`src/ca_term_pkg.sv`:
```
// constants for command/address termination control
// Behaviour
// - strength code comes from bits 6 to 4 of the config register.
// - after reset termination stays off until a valid code is written.
// - codes 001..110 select 240, 120, 80, 60, 48, 40 ohm.
// - disabled strength code forces CA, clock and select termination off.
// - select register bits 5, 3, 4 turn off CA, clock, select.
// - enable derives only from mode registers; the dedicated pin is ignored.
// - termination covers both clock pins, select and all six CA lines.
package ca_term_pkg;
	localparam int STRENGTH_MSB = 6;
	localparam int STRENGTH_LSB = 4;
	localparam int CA_DIS_BIT = 5;
	localparam int CS_DIS_BIT = 4;
	localparam int CK_DIS_BIT = 3;
	localparam logic [7:0] CONFIG_RESET = 8'h00;
	localparam logic [7:0] SELECT_RESET = 8'h00;
	localparam logic [5:0] CA_EN_RESET = 6'h00;
	localparam logic       ENABLE_RESET = 1'b0;
	localparam int CA_LINES = 6;
	localparam logic [2:0] CODE_OFF = 3'h0;
	localparam logic [2:0] CODE_RSVD = 3'h7;
	localparam logic [2:0] CODE_240 = 3'h1;
	localparam logic [2:0] CODE_120 = 3'h2;
	localparam logic [2:0] CODE_80 = 3'h3;
	localparam logic [2:0] CODE_60 = 3'h4;
	localparam logic [2:0] CODE_48 = 3'h5;
	localparam logic [2:0] CODE_40 = 3'h6;
	// strength as a divider of the reference resistor
	localparam logic [2:0] DIV_NONE = 3'h0;
endpackage

```
`src/ca_termination_control.sv`:
```
// mode-register driven termination control for the command/address bus
`timescale 1ns/1ps
module ca_termination_control (
	input  wire logic       clk,
	input  wire logic       rst_n,
	input  wire logic       configWrite,
	input  wire logic [7:0] configData,
	input  wire logic       selectWrite,
	input  wire logic [7:0] selectData,
	input  wire logic       caTerminationPin,
	output logic [7:0]      termination_config_register,
	output logic [7:0]      termination_select_register,
	output logic [5:0]      caTermEnable,
	output logic            clockTrueTermEnable,
	output logic            clockComplementTermEnable,
	output logic            selectTermEnable,
	output logic [2:0]      resistorDivider,
	output logic            strengthValid
);
	typedef struct packed {
		logic [7:0] cfg;
		logic [7:0] sel;
		logic [5:0] caEn;
		logic       ckEn;
		logic       csEn;
		logic [2:0] div;
		logic       valid;
	} state_s;

	state_s stateReg;
	state_s stateNext;

	function automatic logic codeValid(input logic [2:0] code);
		codeValid = (code != ca_term_pkg::CODE_OFF) && (code != ca_term_pkg::CODE_RSVD);
	endfunction

	// a group terminates only with a valid code and its disable bit clear
	function automatic logic groupOn(input logic valid, input logic disableBit);
		groupOn = valid & ~disableBit;
	endfunction

	// divider N means reference resistor over N
	function automatic logic [2:0] codeDivider(input logic [2:0] code);
		case (code)
			ca_term_pkg::CODE_240: codeDivider = 3'h1;
			ca_term_pkg::CODE_120: codeDivider = 3'h2;
			ca_term_pkg::CODE_80:  codeDivider = 3'h3;
			ca_term_pkg::CODE_60:  codeDivider = 3'h4;
			ca_term_pkg::CODE_48:  codeDivider = 3'h5;
			ca_term_pkg::CODE_40:  codeDivider = 3'h6;
			default:               codeDivider = ca_term_pkg::DIV_NONE;
		endcase
	endfunction

	logic [2:0] nextCode;
	logic       nextValid;

	always_comb begin
		stateNext = stateReg;
		if (configWrite) begin
			stateNext.cfg = configData;
		end
		if (selectWrite) begin
			stateNext.sel = selectData;
		end
		// enables follow register contents only; the pin is not used
		nextCode = stateNext.cfg[ca_term_pkg::STRENGTH_MSB:ca_term_pkg::STRENGTH_LSB];
		nextValid = codeValid(nextCode);
		stateNext.valid = nextValid;
		stateNext.div = codeDivider(nextCode);
		stateNext.caEn = {ca_term_pkg::CA_LINES{groupOn(nextValid,
			stateNext.sel[ca_term_pkg::CA_DIS_BIT])}};
		stateNext.ckEn = groupOn(nextValid,
			stateNext.sel[ca_term_pkg::CK_DIS_BIT]);
		stateNext.csEn = groupOn(nextValid,
			stateNext.sel[ca_term_pkg::CS_DIS_BIT]);
	end

	always_ff @(posedge clk or negedge rst_n) begin
		if (!rst_n) begin
			stateReg.cfg <= ca_term_pkg::CONFIG_RESET;
			stateReg.sel <= ca_term_pkg::SELECT_RESET;
			stateReg.caEn <= ca_term_pkg::CA_EN_RESET;
			stateReg.ckEn <= ca_term_pkg::ENABLE_RESET;
			stateReg.csEn <= ca_term_pkg::ENABLE_RESET;
			stateReg.div <= ca_term_pkg::DIV_NONE;
			stateReg.valid <= ca_term_pkg::ENABLE_RESET;
		end else begin
			stateReg <= stateNext;
		end
	end

	assign termination_config_register = stateReg.cfg;
	assign termination_select_register = stateReg.sel;
	assign caTermEnable = stateReg.caEn;
	assign clockTrueTermEnable = stateReg.ckEn;
	assign clockComplementTermEnable = stateReg.ckEn;
	assign selectTermEnable = stateReg.csEn;
	assign resistorDivider = stateReg.div;
	assign strengthValid = stateReg.valid;

	logic [2:0] curCode;
	assign curCode = stateReg.cfg[ca_term_pkg::STRENGTH_MSB:ca_term_pkg::STRENGTH_LSB];

	a_disabled_all_off: assert property (@(posedge clk) disable iff (!rst_n)
		!codeValid(curCode) |-> (caTermEnable == 6'h00 && !clockTrueTermEnable
			&& !selectTermEnable))
		else $error("termination on with disabled code");
	a_ca_follows_bit: assert property (@(posedge clk) disable iff (!rst_n)
		codeValid(curCode) |-> (caTermEnable
			== {6{~termination_select_register[ca_term_pkg::CA_DIS_BIT]}}))
		else $error("ca enable mismatch");
	a_clock_follows_bit: assert property (@(posedge clk) disable iff (!rst_n)
		codeValid(curCode) |-> (clockTrueTermEnable
			== ~termination_select_register[ca_term_pkg::CK_DIS_BIT]))
		else $error("clock enable mismatch");
	a_select_follows_bit: assert property (@(posedge clk) disable iff (!rst_n)
		codeValid(curCode) |-> (selectTermEnable
			== ~termination_select_register[ca_term_pkg::CS_DIS_BIT]))
		else $error("select enable mismatch");
	a_config_write_lands: assert property (@(posedge clk) disable iff (!rst_n)
		rst_n && configWrite |=> (termination_config_register == $past(configData)))
		else $error("config write lost");
	a_pin_ignored: assert property (@(posedge clk) disable iff (!rst_n)
		(!configWrite && !selectWrite) |=> $stable(caTermEnable) && $stable(selectTermEnable))
		else $error("enable changed without register write");
	a_clock_pair: assert property (@(posedge clk) disable iff (!rst_n)
		clockTrueTermEnable == clockComplementTermEnable)
		else $error("clock pair enables differ");
	a_divider_map: assert property (@(posedge clk) disable iff (!rst_n)
		codeValid(curCode) |-> (resistorDivider == curCode))
		else $error("strength decode wrong");
	a_reserved_off: assert property (@(posedge clk) disable iff (!rst_n)
		(curCode == ca_term_pkg::CODE_RSVD || curCode == ca_term_pkg::CODE_OFF)
			|-> (!strengthValid && resistorDivider == ca_term_pkg::DIV_NONE))
		else $error("reserved code enabled");
	a_reset_off: assert property (@(posedge clk)
		$rose(rst_n) |-> (caTermEnable == 6'h00 && !strengthValid))
		else $error("termination on after reset");

	// strength code carried by a write, for the write checks
	logic [2:0] writeCode;
	logic       writeCodeOk;
	assign writeCode = configData[ca_term_pkg::STRENGTH_MSB:ca_term_pkg::STRENGTH_LSB];
	assign writeCodeOk = (writeCode != ca_term_pkg::CODE_OFF)
		&& (writeCode != ca_term_pkg::CODE_RSVD);

	// register writes and hold
	a_select_write_lands: assert property (@(posedge clk) disable iff (!rst_n)
		rst_n && selectWrite |=> (termination_select_register == $past(selectData)))
		else $error("select write lost");
	a_config_held: assert property (@(posedge clk) disable iff (!rst_n)
		rst_n && !configWrite |=> $stable(termination_config_register))
		else $error("config register changed without write");
	a_select_held: assert property (@(posedge clk) disable iff (!rst_n)
		rst_n && !selectWrite |=> $stable(termination_select_register))
		else $error("select register changed without write");

	// group enables
	a_ca_lines_equal: assert property (@(posedge clk) disable iff (!rst_n)
		caTermEnable == 6'h00 || caTermEnable == 6'h3f)
		else $error("ca lines enabled unevenly");
	a_complement_off: assert property (@(posedge clk) disable iff (!rst_n)
		!codeValid(curCode) |-> !clockComplementTermEnable)
		else $error("complement clock on with disabled code");
	a_complement_follows: assert property (@(posedge clk) disable iff (!rst_n)
		codeValid(curCode) |-> (clockComplementTermEnable
			== ~termination_select_register[ca_term_pkg::CK_DIS_BIT]))
		else $error("complement clock enable mismatch");
	a_enable_needs_valid: assert property (@(posedge clk) disable iff (!rst_n)
		(|caTermEnable || clockTrueTermEnable || selectTermEnable) |-> strengthValid)
		else $error("termination on without valid strength");
	a_ca_update: assert property (@(posedge clk) disable iff (!rst_n)
		rst_n && selectWrite && !configWrite && strengthValid
			|=> (caTermEnable == {6{~$past(selectData[ca_term_pkg::CA_DIS_BIT])}}))
		else $error("ca enable did not follow select write");
	a_clock_update: assert property (@(posedge clk) disable iff (!rst_n)
		rst_n && selectWrite && !configWrite && strengthValid
			|=> (clockTrueTermEnable == ~$past(selectData[ca_term_pkg::CK_DIS_BIT])))
		else $error("clock enable did not follow select write");
	a_select_update: assert property (@(posedge clk) disable iff (!rst_n)
		rst_n && selectWrite && !configWrite && strengthValid
			|=> (selectTermEnable == ~$past(selectData[ca_term_pkg::CS_DIS_BIT])))
		else $error("select enable did not follow select write");
	a_config_update: assert property (@(posedge clk) disable iff (!rst_n)
		rst_n && configWrite |=> (strengthValid == $past(writeCodeOk)))
		else $error("strength valid did not follow config write");
	a_both_writes: assert property (@(posedge clk) disable iff (!rst_n)
		rst_n && configWrite && selectWrite |=> (selectTermEnable
			== ($past(writeCodeOk) && !$past(selectData[ca_term_pkg::CS_DIS_BIT]))))
		else $error("select enable wrong after joint write");

	// strength decode
	a_valid_range: assert property (@(posedge clk) disable iff (!rst_n)
		strengthValid == (curCode >= ca_term_pkg::CODE_240 && curCode <= ca_term_pkg::CODE_40))
		else $error("strength valid outside code range");
	a_divider_zero_off: assert property (@(posedge clk) disable iff (!rst_n)
		!strengthValid |-> (resistorDivider == ca_term_pkg::DIV_NONE))
		else $error("divider set while disabled");
	a_divider_240: assert property (@(posedge clk) disable iff (!rst_n)
		curCode == ca_term_pkg::CODE_240 |-> (resistorDivider == 3'h1))
		else $error("240 ohm code decoded wrong");
	a_divider_120: assert property (@(posedge clk) disable iff (!rst_n)
		curCode == ca_term_pkg::CODE_120 |-> (resistorDivider == 3'h2))
		else $error("120 ohm code decoded wrong");
	a_divider_80: assert property (@(posedge clk) disable iff (!rst_n)
		curCode == ca_term_pkg::CODE_80 |-> (resistorDivider == 3'h3))
		else $error("80 ohm code decoded wrong");
	a_divider_60: assert property (@(posedge clk) disable iff (!rst_n)
		curCode == ca_term_pkg::CODE_60 |-> (resistorDivider == 3'h4))
		else $error("60 ohm code decoded wrong");
	a_divider_48: assert property (@(posedge clk) disable iff (!rst_n)
		curCode == ca_term_pkg::CODE_48 |-> (resistorDivider == 3'h5))
		else $error("48 ohm code decoded wrong");
	a_divider_40: assert property (@(posedge clk) disable iff (!rst_n)
		curCode == ca_term_pkg::CODE_40 |-> (resistorDivider == 3'h6))
		else $error("40 ohm code decoded wrong");

	// reset and pin
	a_pin_toggle_ignored: assert property (@(posedge clk) disable iff (!rst_n)
		rst_n && $changed(caTerminationPin) && !configWrite && !selectWrite
			|=> $stable(clockTrueTermEnable) && $stable(strengthValid))
		else $error("pin toggle changed termination");
	a_valid_rise_write: assert property (@(posedge clk) disable iff (!rst_n)
		$rose(strengthValid) |-> $past(configWrite))
		else $error("strength valid rose without config write");
	a_reset_all_off: assert property (@(posedge clk)
		$rose(rst_n) |-> (resistorDivider == ca_term_pkg::DIV_NONE && !clockTrueTermEnable
			&& !clockComplementTermEnable && !selectTermEnable))
		else $error("group enabled after reset");
endmodule

```
`config.mk`:
```
export PLATFORM = sky130hd
export DESIGN_NAME = ca_termination_control
export DESIGN_NICKNAME = d
export VERILOG_FILES = /design/src/ca_term_pkg.sv /design/src/ca_termination_control.sv
export SDC_FILE = /design/constraint.sdc
export NUM_CORES = 1
export LEC_CHECK = 0
export BUFFER_PORTS_ARGS = -buffer_cell sky130_fd_sc_hd__buf_2
export CAP_MARGIN = 20
export CORE_AREA = 3 3 53 55
export DETAILED_ROUTE_END_ITERATION = 16
export DIE_AREA = 0 0 56 58
export GPL_ROUTABILITY_DRIVEN = 0
export PLACE_DENSITY = 0.76
export RECOVER_POWER = 25
export SLEW_MARGIN = 20
export SYNTH_ARGS = -nofsm -noshare
export SYNTH_HDL_FRONTEND = slang
export SYNTH_SLANG_ARGS = --single-unit
```
`constraint.sdc`:
```
create_clock -name clk -period 1.02 [get_ports clk]
set_clock_uncertainty 0.05 [all_clocks]
set_input_delay 0.306 -clock clk [delete_from_list [all_inputs] [get_ports clk]]
set_output_delay 0.306 -clock clk [all_outputs]
set_load 0.01 [all_outputs]
```
==> reports/qor_table.md, run 1 <==
| Group | Parameter | Reported |
|:---|:---|:---|
| cells and area | Layout cell share with drive strength beyond 1 | 0.7107 |
| global routing | GR Overflow Total | 0 |
| cells and area | # nets final | 143 |
| setup path | Element type at the critical path start | flip-flop |
| global routing | Overall fraction of global-route tracks in use | 0.1297 |
| setup path | Required time of the critical path | 1140 ps |
| synth | Number of distinct library cell variants in the gate-level netlist after synthesis | 15 |
| synth | Post-synthesis compound-gate area fraction | 0.04945 |
| clock tree | Clock tree from TritonCTS | yes |
| synth | Post-synth net total | 82 |
| run status | Failing checks | negative setup slack |
| die | Area of the die | 3248 um^2 |
| flow run | Max-cap check violation count | 0 |
| die | I/O Pins | 50 |
| sta | Final worst setup slack | -309.0 ps |
| placement | Post-detailed-placement cell area | 1200 um^2 |
| synth | Synth area leader | sky130_fd_sc_hd__dfrtp_1 |
| synth | Number of synthesized register bits | 23 |
| synth | Simple-gate share of the synthesized area | 0.02198 |
| pwr | Highest ir drop seen on vdd | 0.6914 mV |
| clock tree | Cell chosen for the clock root | sky130_fd_sc_hd__clkbuf_4 |
| die | Core Region | 2432 um^2 |
| cells and area | Area growth, synth to finish | 47.66% |
| die | Floorplan die width | 56 um |
| cells and area | Fill cell instance count of the final layout | 190 |
| pwr | Leakage power summed over all cells | 0.6907 nW |
| global routing | Initial antenna violation count | 0 |
| routing | Via-per-instance ratio | 4.695 |
| placement | Pre-CTS WS | -389.4 ps |
| sta | Total count of max-transition violations in the final report | 0 |
| synth | Share of the synthesized netlist area taken by xor and xnor gates | 0 |
| setup path | Critical path class | reg2reg |
| die | Number of placement rows | 18 |
| synth | Sequential fraction of the synthesis area | 0.6319 |
| setup path | Critical path arrival | 1450 ps |
| hold path | Start point of the worst hold path | selectData[2] |
| global routing | Number of global-route vias before repair | 747 |
| synth | Share of synthesized cell area in full adder, half adder and majority cells | 0 |
| cells and area | Post-Layout Inst Area | 1345 um^2 |
| sta | Minimum period implied by the final worst setup slack | 1329 ps |
| placement | HPWL after detailed placement | 1535 um |
| synth | Fraction of synthesized area in multiplexers | 0.2088 |
| sta | RSZ-0062 raised after global routing | true |
| clock tree | Number of buffers inserted during clock tree synthesis | 3 |
| die | Starting density of the core | 0.3745 |
| pwr | Pwr dens | 1509 nW/um^2 |
| setup path | Source of the worst register-to-register timing path | termination_config_register[5] |
| synth | Synthesized instance count | 61 |
| synth | Post-Syn Area | 910.9 um^2 |
| synth | Dominant cells by area after synthesis | sky130_fd_sc_hd__dfrtp_1 (63%), sky130_fd_sc_hd__mux2_2 (12%), sky130_fd_sc_hd__buf_4 (4.9%) |
| synth | Area share of the leading cell type in the synthesized netlist | 0.6319 |
| global routing | Wire length of the first global-routing pass | 3298 um |
| routing | Number of DRC markers after the initial detailed-route iteration | 5 |
| routing | Detail-routed net length per standard cell | 13.74 um |
| hold path | Hold WC Path Type | in2reg |
| sta | Slew headroom | 0.7204 |
| setup path | Crit Path Max Fanout | 4 |
| clock tree | Number of H-tree levels | 1 |
| global routing | Pin count of the biggest net entering global routing | 24 |
| routing | Final routed wirelength across all metal layers | 2075 um |
| run status | Result of the run | finished, violations left |
| cells and area | Number of diodes | 0 |
| sta | Worst-margin pin slew | 417.9 ps |
| sta | Highest attainable clock frequency | 752.5 MHz |
| setup path | CP Capture Type | flip-flop |
| setup path | Delay of the slowest cell on the worst path | 430 ps |
| clock tree | Clk_lat worst skew | 300 ps |
| routing | Vias post-DR | 709 |
| sta | Number of hold violations in the final report | 0 |
| synth | Mean instance size in the synthesized netlist | 14.93 um^2 |
| synth | Synth Warn # | 0 |
| clock tree | Clock tree sinks | 23 |
| setup path | Critical-path cell with the highest stage delay | sky130_fd_sc_hd__dfrtp_1 |
| routing | Number of iterations in the first detailed-routing pass | 4 |
| placement | # port buffers | 48 |
| synth | Largest family of logic cells by synthesized area | multiplexers |
| sta | Share of the clock period used by the worst path after layout | 1.303 |
| setup path | Sequence of cells on the critical path | buf_6 -> mux2i_4 -> inv_2 -> nor3_4 -> a211oi_2 |
| clock tree | Buffers from clock root to sink, at most | 2 |
| die | Die Y | 58 um |
| sta | Final setup fails | 37 |
| routing | Post-DRT Antenna Nets | 0 |
| setup path | Worst setup startpoint | termination_config_register[5] |
| clock tree | Clock slew seen by the registers of the worst setup and hold paths | 120 ps |
| routing | Residual DRC | 0 |
[worst max-delay path: cells and delay by family, from the launching register on]
kind            cells  cell delay, ps
compound gates      1              70
mux                 1             170
buf+inv             2             210
flops               1             430
simple gates        1             270
[worst paths after layout]
kind,endpoint,slack (ps),cells past startpoint
hold reg to reg,termination_config_register[7],470,1
min in group asynchronous,termination_select_register[6],480,3
setup / recovery,clockComplementTermEnable,-310,5
setup reg to reg,clockComplementTermEnable,-310,5
hold / removal,termination_select_register[2],170,2
max in group asynchronous,clockComplementTermEnable,190,3
[flip-flops by register name (all words and copies together), names as in the netlist]
signal and cells:
selectTermEnable 1, termination_config_register 8, resistorDivider 3, strengthValid 1, termination_select_register 8, caTermEnable 1, clockComplementTermEnable 1
[Yosys cell counts, drive strengths merged]
cell,instances
a211oi,3
a21boi,1
a21oi,3
buf,8
dfrtp,23
inv,5
mux2,11
mux2i,5
nor2,1
nor3,1
[placed cells by master, fill, tap and decap left out, drive strengths merged]
cell type	count
dfrtp	23
clkbuf	5
mux2i	5
nor3	1
a21oi	3
a21boi	1
nor2	1
inv	5
dlygate4sd3	1
mux2	11
a211oi	3
buf	62
[timing repair]
item	CTS	global route
pin swaps	0	1
hold endpoints to repair	23	0
resized for setup	8	8
setup buffers	4	3
cloned	0	0
hold buffers	1	0
endpoints found under the setup margin	36	38
[kinds of logic (layout without fill, tap and decap cells)]
family,after synthesis,count (layout)
simple gates,2,2
flops,23,23
buf+inv,13,73
mux,16,16
compound gates,7,7
[final cells by class]
cell class	instances	area, um^2	share of cell area
sequential	23	575.6	0.4279
clock buffer	4	26.28	0.01953
multi-input combinational	25	277.8	0.2065
tap	30	37.54	0.02791
inverter	5	18.77	0.01395
timing repair buffer	64	409.1	0.3042
[power breakdown]
group	total, mW	leakage, nW	internal, mW	switching, mW
Clock	0.397	0.0150	0.152	0.245
Sequential	1.06	0.271	1.01	0.0524
Combinational	0.569	0.405	0.302	0.267
Total	2.03	0.691	1.47	0.564
[metrics by stage]
stage	util	cells	power [mW]	hold slack, ps	setup TNS (ps)
after global routing	0.5530	151	2.148	167.2	-8877
after global placement	0.4933	139	1.530	199.3	-2726
after CTS	0.5345	148	1.997	170.0	-7159
after detailed placement	0.4933	139	1.548	201.3	-3446
after floorplan	-	61	1.343	-39.59	-795.6
final	0.5530	151	2.030	174.7	-7038
[layer usage]
layer / part of all wire / track usage / vias to the layer above
met5: 0 / 0 / -
met1: 0.36 / 0.1359 / 346
met4: 0.037 / 0.08136 / 0
met3: 0.061 / 0.01336 / 10
li1: - / - / 319
met2: 0.55 / 0.2471 / 34
No activity file was read; power rests on OpenSTA's default activity.
==> run 2: changes to the inputs <==
--- a/config.mk
+++ b/config.mk
@@ -5,13 +5,13 @@
 export SDC_FILE = /design/constraint.sdc
 export NUM_CORES = 1
 export LEC_CHECK = 0
-export BUFFER_PORTS_ARGS = -buffer_cell sky130_fd_sc_hd__buf_2
 export CAP_MARGIN = 20
-export CORE_AREA = 3 3 53 55
+export CORE_AREA = 3 3 56 58
 export DETAILED_ROUTE_END_ITERATION = 16
-export DIE_AREA = 0 0 56 58
+export DIE_AREA = 0 0 59 61
+export DONT_BUFFER_PORTS = 1
 export GPL_ROUTABILITY_DRIVEN = 0
-export PLACE_DENSITY = 0.76
+export PLACE_DENSITY = 0.54
 export RECOVER_POWER = 25
 export SLEW_MARGIN = 20
 export SYNTH_ARGS = -nofsm -noshare
==> reports/qor_table.md, run 2 (synthesis results as in run 1) <==
| Group | Parameter | Reported | Delta |
|:---|:---|:---|:---|
| sta | Number of hold violations in the final report | 0 | unchanged |
| placement | # port buffers | 0 | was 48 |
| sta | Share of the clock period used by the worst path after layout | 1.301 | was 1.303 |
| hold path | Start point of the worst hold path | configData[1] | was selectData[2] |
| die | Die Y | 61 um | was 58 um |
| die | Starting density of the core | 0.3361 | was 0.3745 |
| die | Core Region | 2710 um^2 | was 2432 um^2 |
| global routing | GR Overflow Total | 0 | unchanged |
| setup path | Critical-path cell with the highest stage delay | sky130_fd_sc_hd__dfrtp_1 | unchanged |
| hold path | Hold WC Path Type | in2reg | unchanged |
| setup path | Required time of the critical path | 660 ps | was 1140 ps |
| cells and area | Layout cell share with drive strength beyond 1 | 0.5733 | was 0.7107 |
| sta | Highest attainable clock frequency | 753.6 MHz | was 752.5 MHz |
| sta | RSZ-0062 raised after global routing | true | unchanged |
| sta | Minimum period implied by the final worst setup slack | 1327 ps | was 1329 ps |
| setup path | Crit Path Max Fanout | 2 | was 4 |
| setup path | Critical path arrival | 970 ps | was 1450 ps |
| clock tree | Clk_lat worst skew | 300 ps | about the same |
| routing | Residual DRC | 0 | unchanged |
| cells and area | Multi-input gate area | 281.5 um^2 | was 277.8 um^2 |
| setup path | Worst path bufs/invs | 2 | unchanged |
| placement | HPWL after detailed placement | 1295 um | was 1535 um |
| clock tree | Buffers from clock root to sink, at most | 2 | unchanged |
| global routing | Number of global-route vias before repair | 529 | was 747 |
| clock tree | Cell chosen for the clock root | sky130_fd_sc_hd__clkbuf_4 | unchanged |
| routing | Number of iterations in the first detailed-routing pass | 3 | was 4 |
| cells and area | Final core utilization | 0.4164 | was 0.5530 |
| setup path | CP top delay family | flip-flops | unchanged |
| die | Floorplan die width | 59 um | was 56 um |
| setup path | Critical path class | reg2out | was reg2reg |
| sta | Slew headroom | 0.6789 | was 0.7204 |
| setup path | Delay of the slowest cell on the worst path | 430 ps | about the same |
| clock tree | Clock tree from TritonCTS | yes | unchanged |
| sta | Final worst setup slack | -307.0 ps | was -309.0 ps |
| cells and area | Number of diodes | 0 | unchanged |
| setup path | Source of the worst register-to-register timing path | termination_config_register[6] | was termination_config_register[5] |
| die | Area of the die | 3599 um^2 | was 3248 um^2 |
| pwr | Leakage power summed over all cells | 0.5088 nW | was 0.6907 nW |
| pwr | Highest ir drop seen on vdd | 0.7603 mV | was 0.6914 mV |
| pwr | Pwr dens | 1678 nW/um^2 | was 1509 nW/um^2 |
| cells and area | Total area of sequential cells | 576.8 um^2 | was 575.6 um^2 |
| flow run | Max-cap check violation count | 0 | unchanged |
| sta | Final setup fails | 37 | unchanged |
| die | I/O Pins | 50 | unchanged |
| clock tree | Number of buffers inserted during clock tree synthesis | 3 | unchanged |
| run status | Failing checks | negative setup slack | unchanged |
| cells and area | Fill cell instance count of the final layout | 274 | was 190 |
| setup path | Cell repeated most along the worst path | sky130_fd_sc_hd__buf_6 |  |
| sta | Worst-margin pin slew | 481.7 ps | was 417.9 ps |
| run status | Result of the run | finished, violations left | unchanged |
| setup path | Element type at the critical path start | flip-flop | unchanged |
| sta | Smallest hold slack | 92.26 ps | was 174.7 ps |
| setup path | CP Capture Type | primary output | was flip-flop |
| sta | Total count of max-transition violations in the final report | 0 | unchanged |
| global routing | Initial antenna violation count | 0 | unchanged |
| routing | Number of DRC markers after the initial detailed-route iteration | 7 | was 5 |
| sta | Setup Total Neg Slack | -5179 ps | was -7038 ps |
| die | Number of placement rows | 19 | was 18 |
| global routing | Overall fraction of global-route tracks in use | 0.09933 | was 0.1297 |
| cells and area | Most common cell after layout, fill and taps aside | sky130_fd_sc_hd__dfrtp_1 | was sky130_fd_sc_hd__buf_2 |
| setup path | Sequence of cells on the critical path | buf_6 -> buf_6 | was buf_6 -> mux2i_4 -> inv_2 -> nor3_4 -> a211oi_2 |
| cells and area | Area growth, synth to finish | 23.90% | was 47.66% |
| global routing | Wire length of the first global-routing pass | 2553 um | was 3298 um |
| setup path | Worst setup startpoint | termination_config_register[5] | unchanged |
| global routing | Pin count of the biggest net entering global routing | 24 | unchanged |
| routing | Final routed wirelength across all metal layers | 1753 um | was 2075 um |
| routing | Vias post-DR | 498 | was 709 |
| clock tree | Clock tree sinks | 23 | unchanged |
| routing | Post-DRT Antenna Nets | 0 | unchanged |
| cells and area | # nets final | 97 | was 143 |
| clock tree | Clock slew seen by the registers of the worst setup and hold paths | 120 ps | about the same |
| cells and area | Most frequent cells in the layout | sky130_fd_sc_hd__dfrtp_1 (22), sky130_fd_sc_hd__mux2_2 (10), sky130_fd_sc_hd__buf_6 (10) | was sky130_fd_sc_hd__buf_2 (43), sky130_fd_sc_hd__dfrtp_1 (23), sky130_fd_sc_hd__mux2_2 (10), sky130_fd_sc_hd__buf_4 (10), sky130_fd_sc_hd__buf_6 (9) |
| routing | Detail-routed net length per standard cell | 16.54 um | was 13.74 um |
| clock tree | Number of H-tree levels | 1 | unchanged |
| routing | Via-per-instance ratio | 4.698 | was 4.695 |
==> run 2: final cells by class <==
class / instances / area share
inverters: 5 / 0.01663
multi-input cells: 25 / 0.2494
well taps: 31 / 0.03437
repair buffers: 18 / 0.1641
clock inverters: 1 / 0.004435
flip-flops and latches: 23 / 0.5111
clock buffers: 3 / 0.01996
==> run 2: final timing paths <==
| kind | end | slack, ps | cells after the start |
|---|---|---|---|
| worst max-delay path | termination_config_register[5] | -310 | 2 |
| worst min register to register | termination_select_register[3] | 520 | 2 |
| min in group asynchronous | resistorDivider[1] | 430 | 2 |
| worst max register to register | strengthValid | -260 | 3 |
| max in group asynchronous | clockComplementTermEnable | 140 | 2 |
| worst min-delay path | termination_config_register[1] | 90 | 1 |
==> run 2: timing repair <==
| item | 4_1_cts | 5_1_grt |
|---|---|---|
| resized for setup | 17 | 2 |
| endpoints found under the setup margin | 36 | 38 |
| setup buffers | 1 | 2 |
| endpoints found under the hold margin | 23 | 23 |
| pin swaps | 0 | 1 |
==> run 2: report_power, final <==
part / switching, mW / internal [mW] / total, mW
combinational: 0.162 / 0.210 / 0.372
sequential: 0.105 / 1.01 / 1.12
clock: 0.256 / 0.146 / 0.403
total: 0.524 / 1.37 / 1.89
==> run 2: layer usage <==
metal,wire length [um],global-route usage
met5,0,0
met4,25,0.06796
met3,114,0.03191
met2,1016,0.1656
met1,595,0.1078
==> run 2: per-stage QoR <==
step | setup WS [ps] | instance area [um^2] | cells | power [mW]
CTS | -322.5 | 1089 | 102 | 1.882
detailed placement | -184.8 | 998.5 | 97 | 1.420
finish | -307.0 | 1129 | 106 | 1.893
global route | -353.1 | 1129 | 106 | 2.010
floorplan | -184.4 | 919.6 | 61 | 1.343
global placement | -140.1 | 998.5 | 97 | 1.408
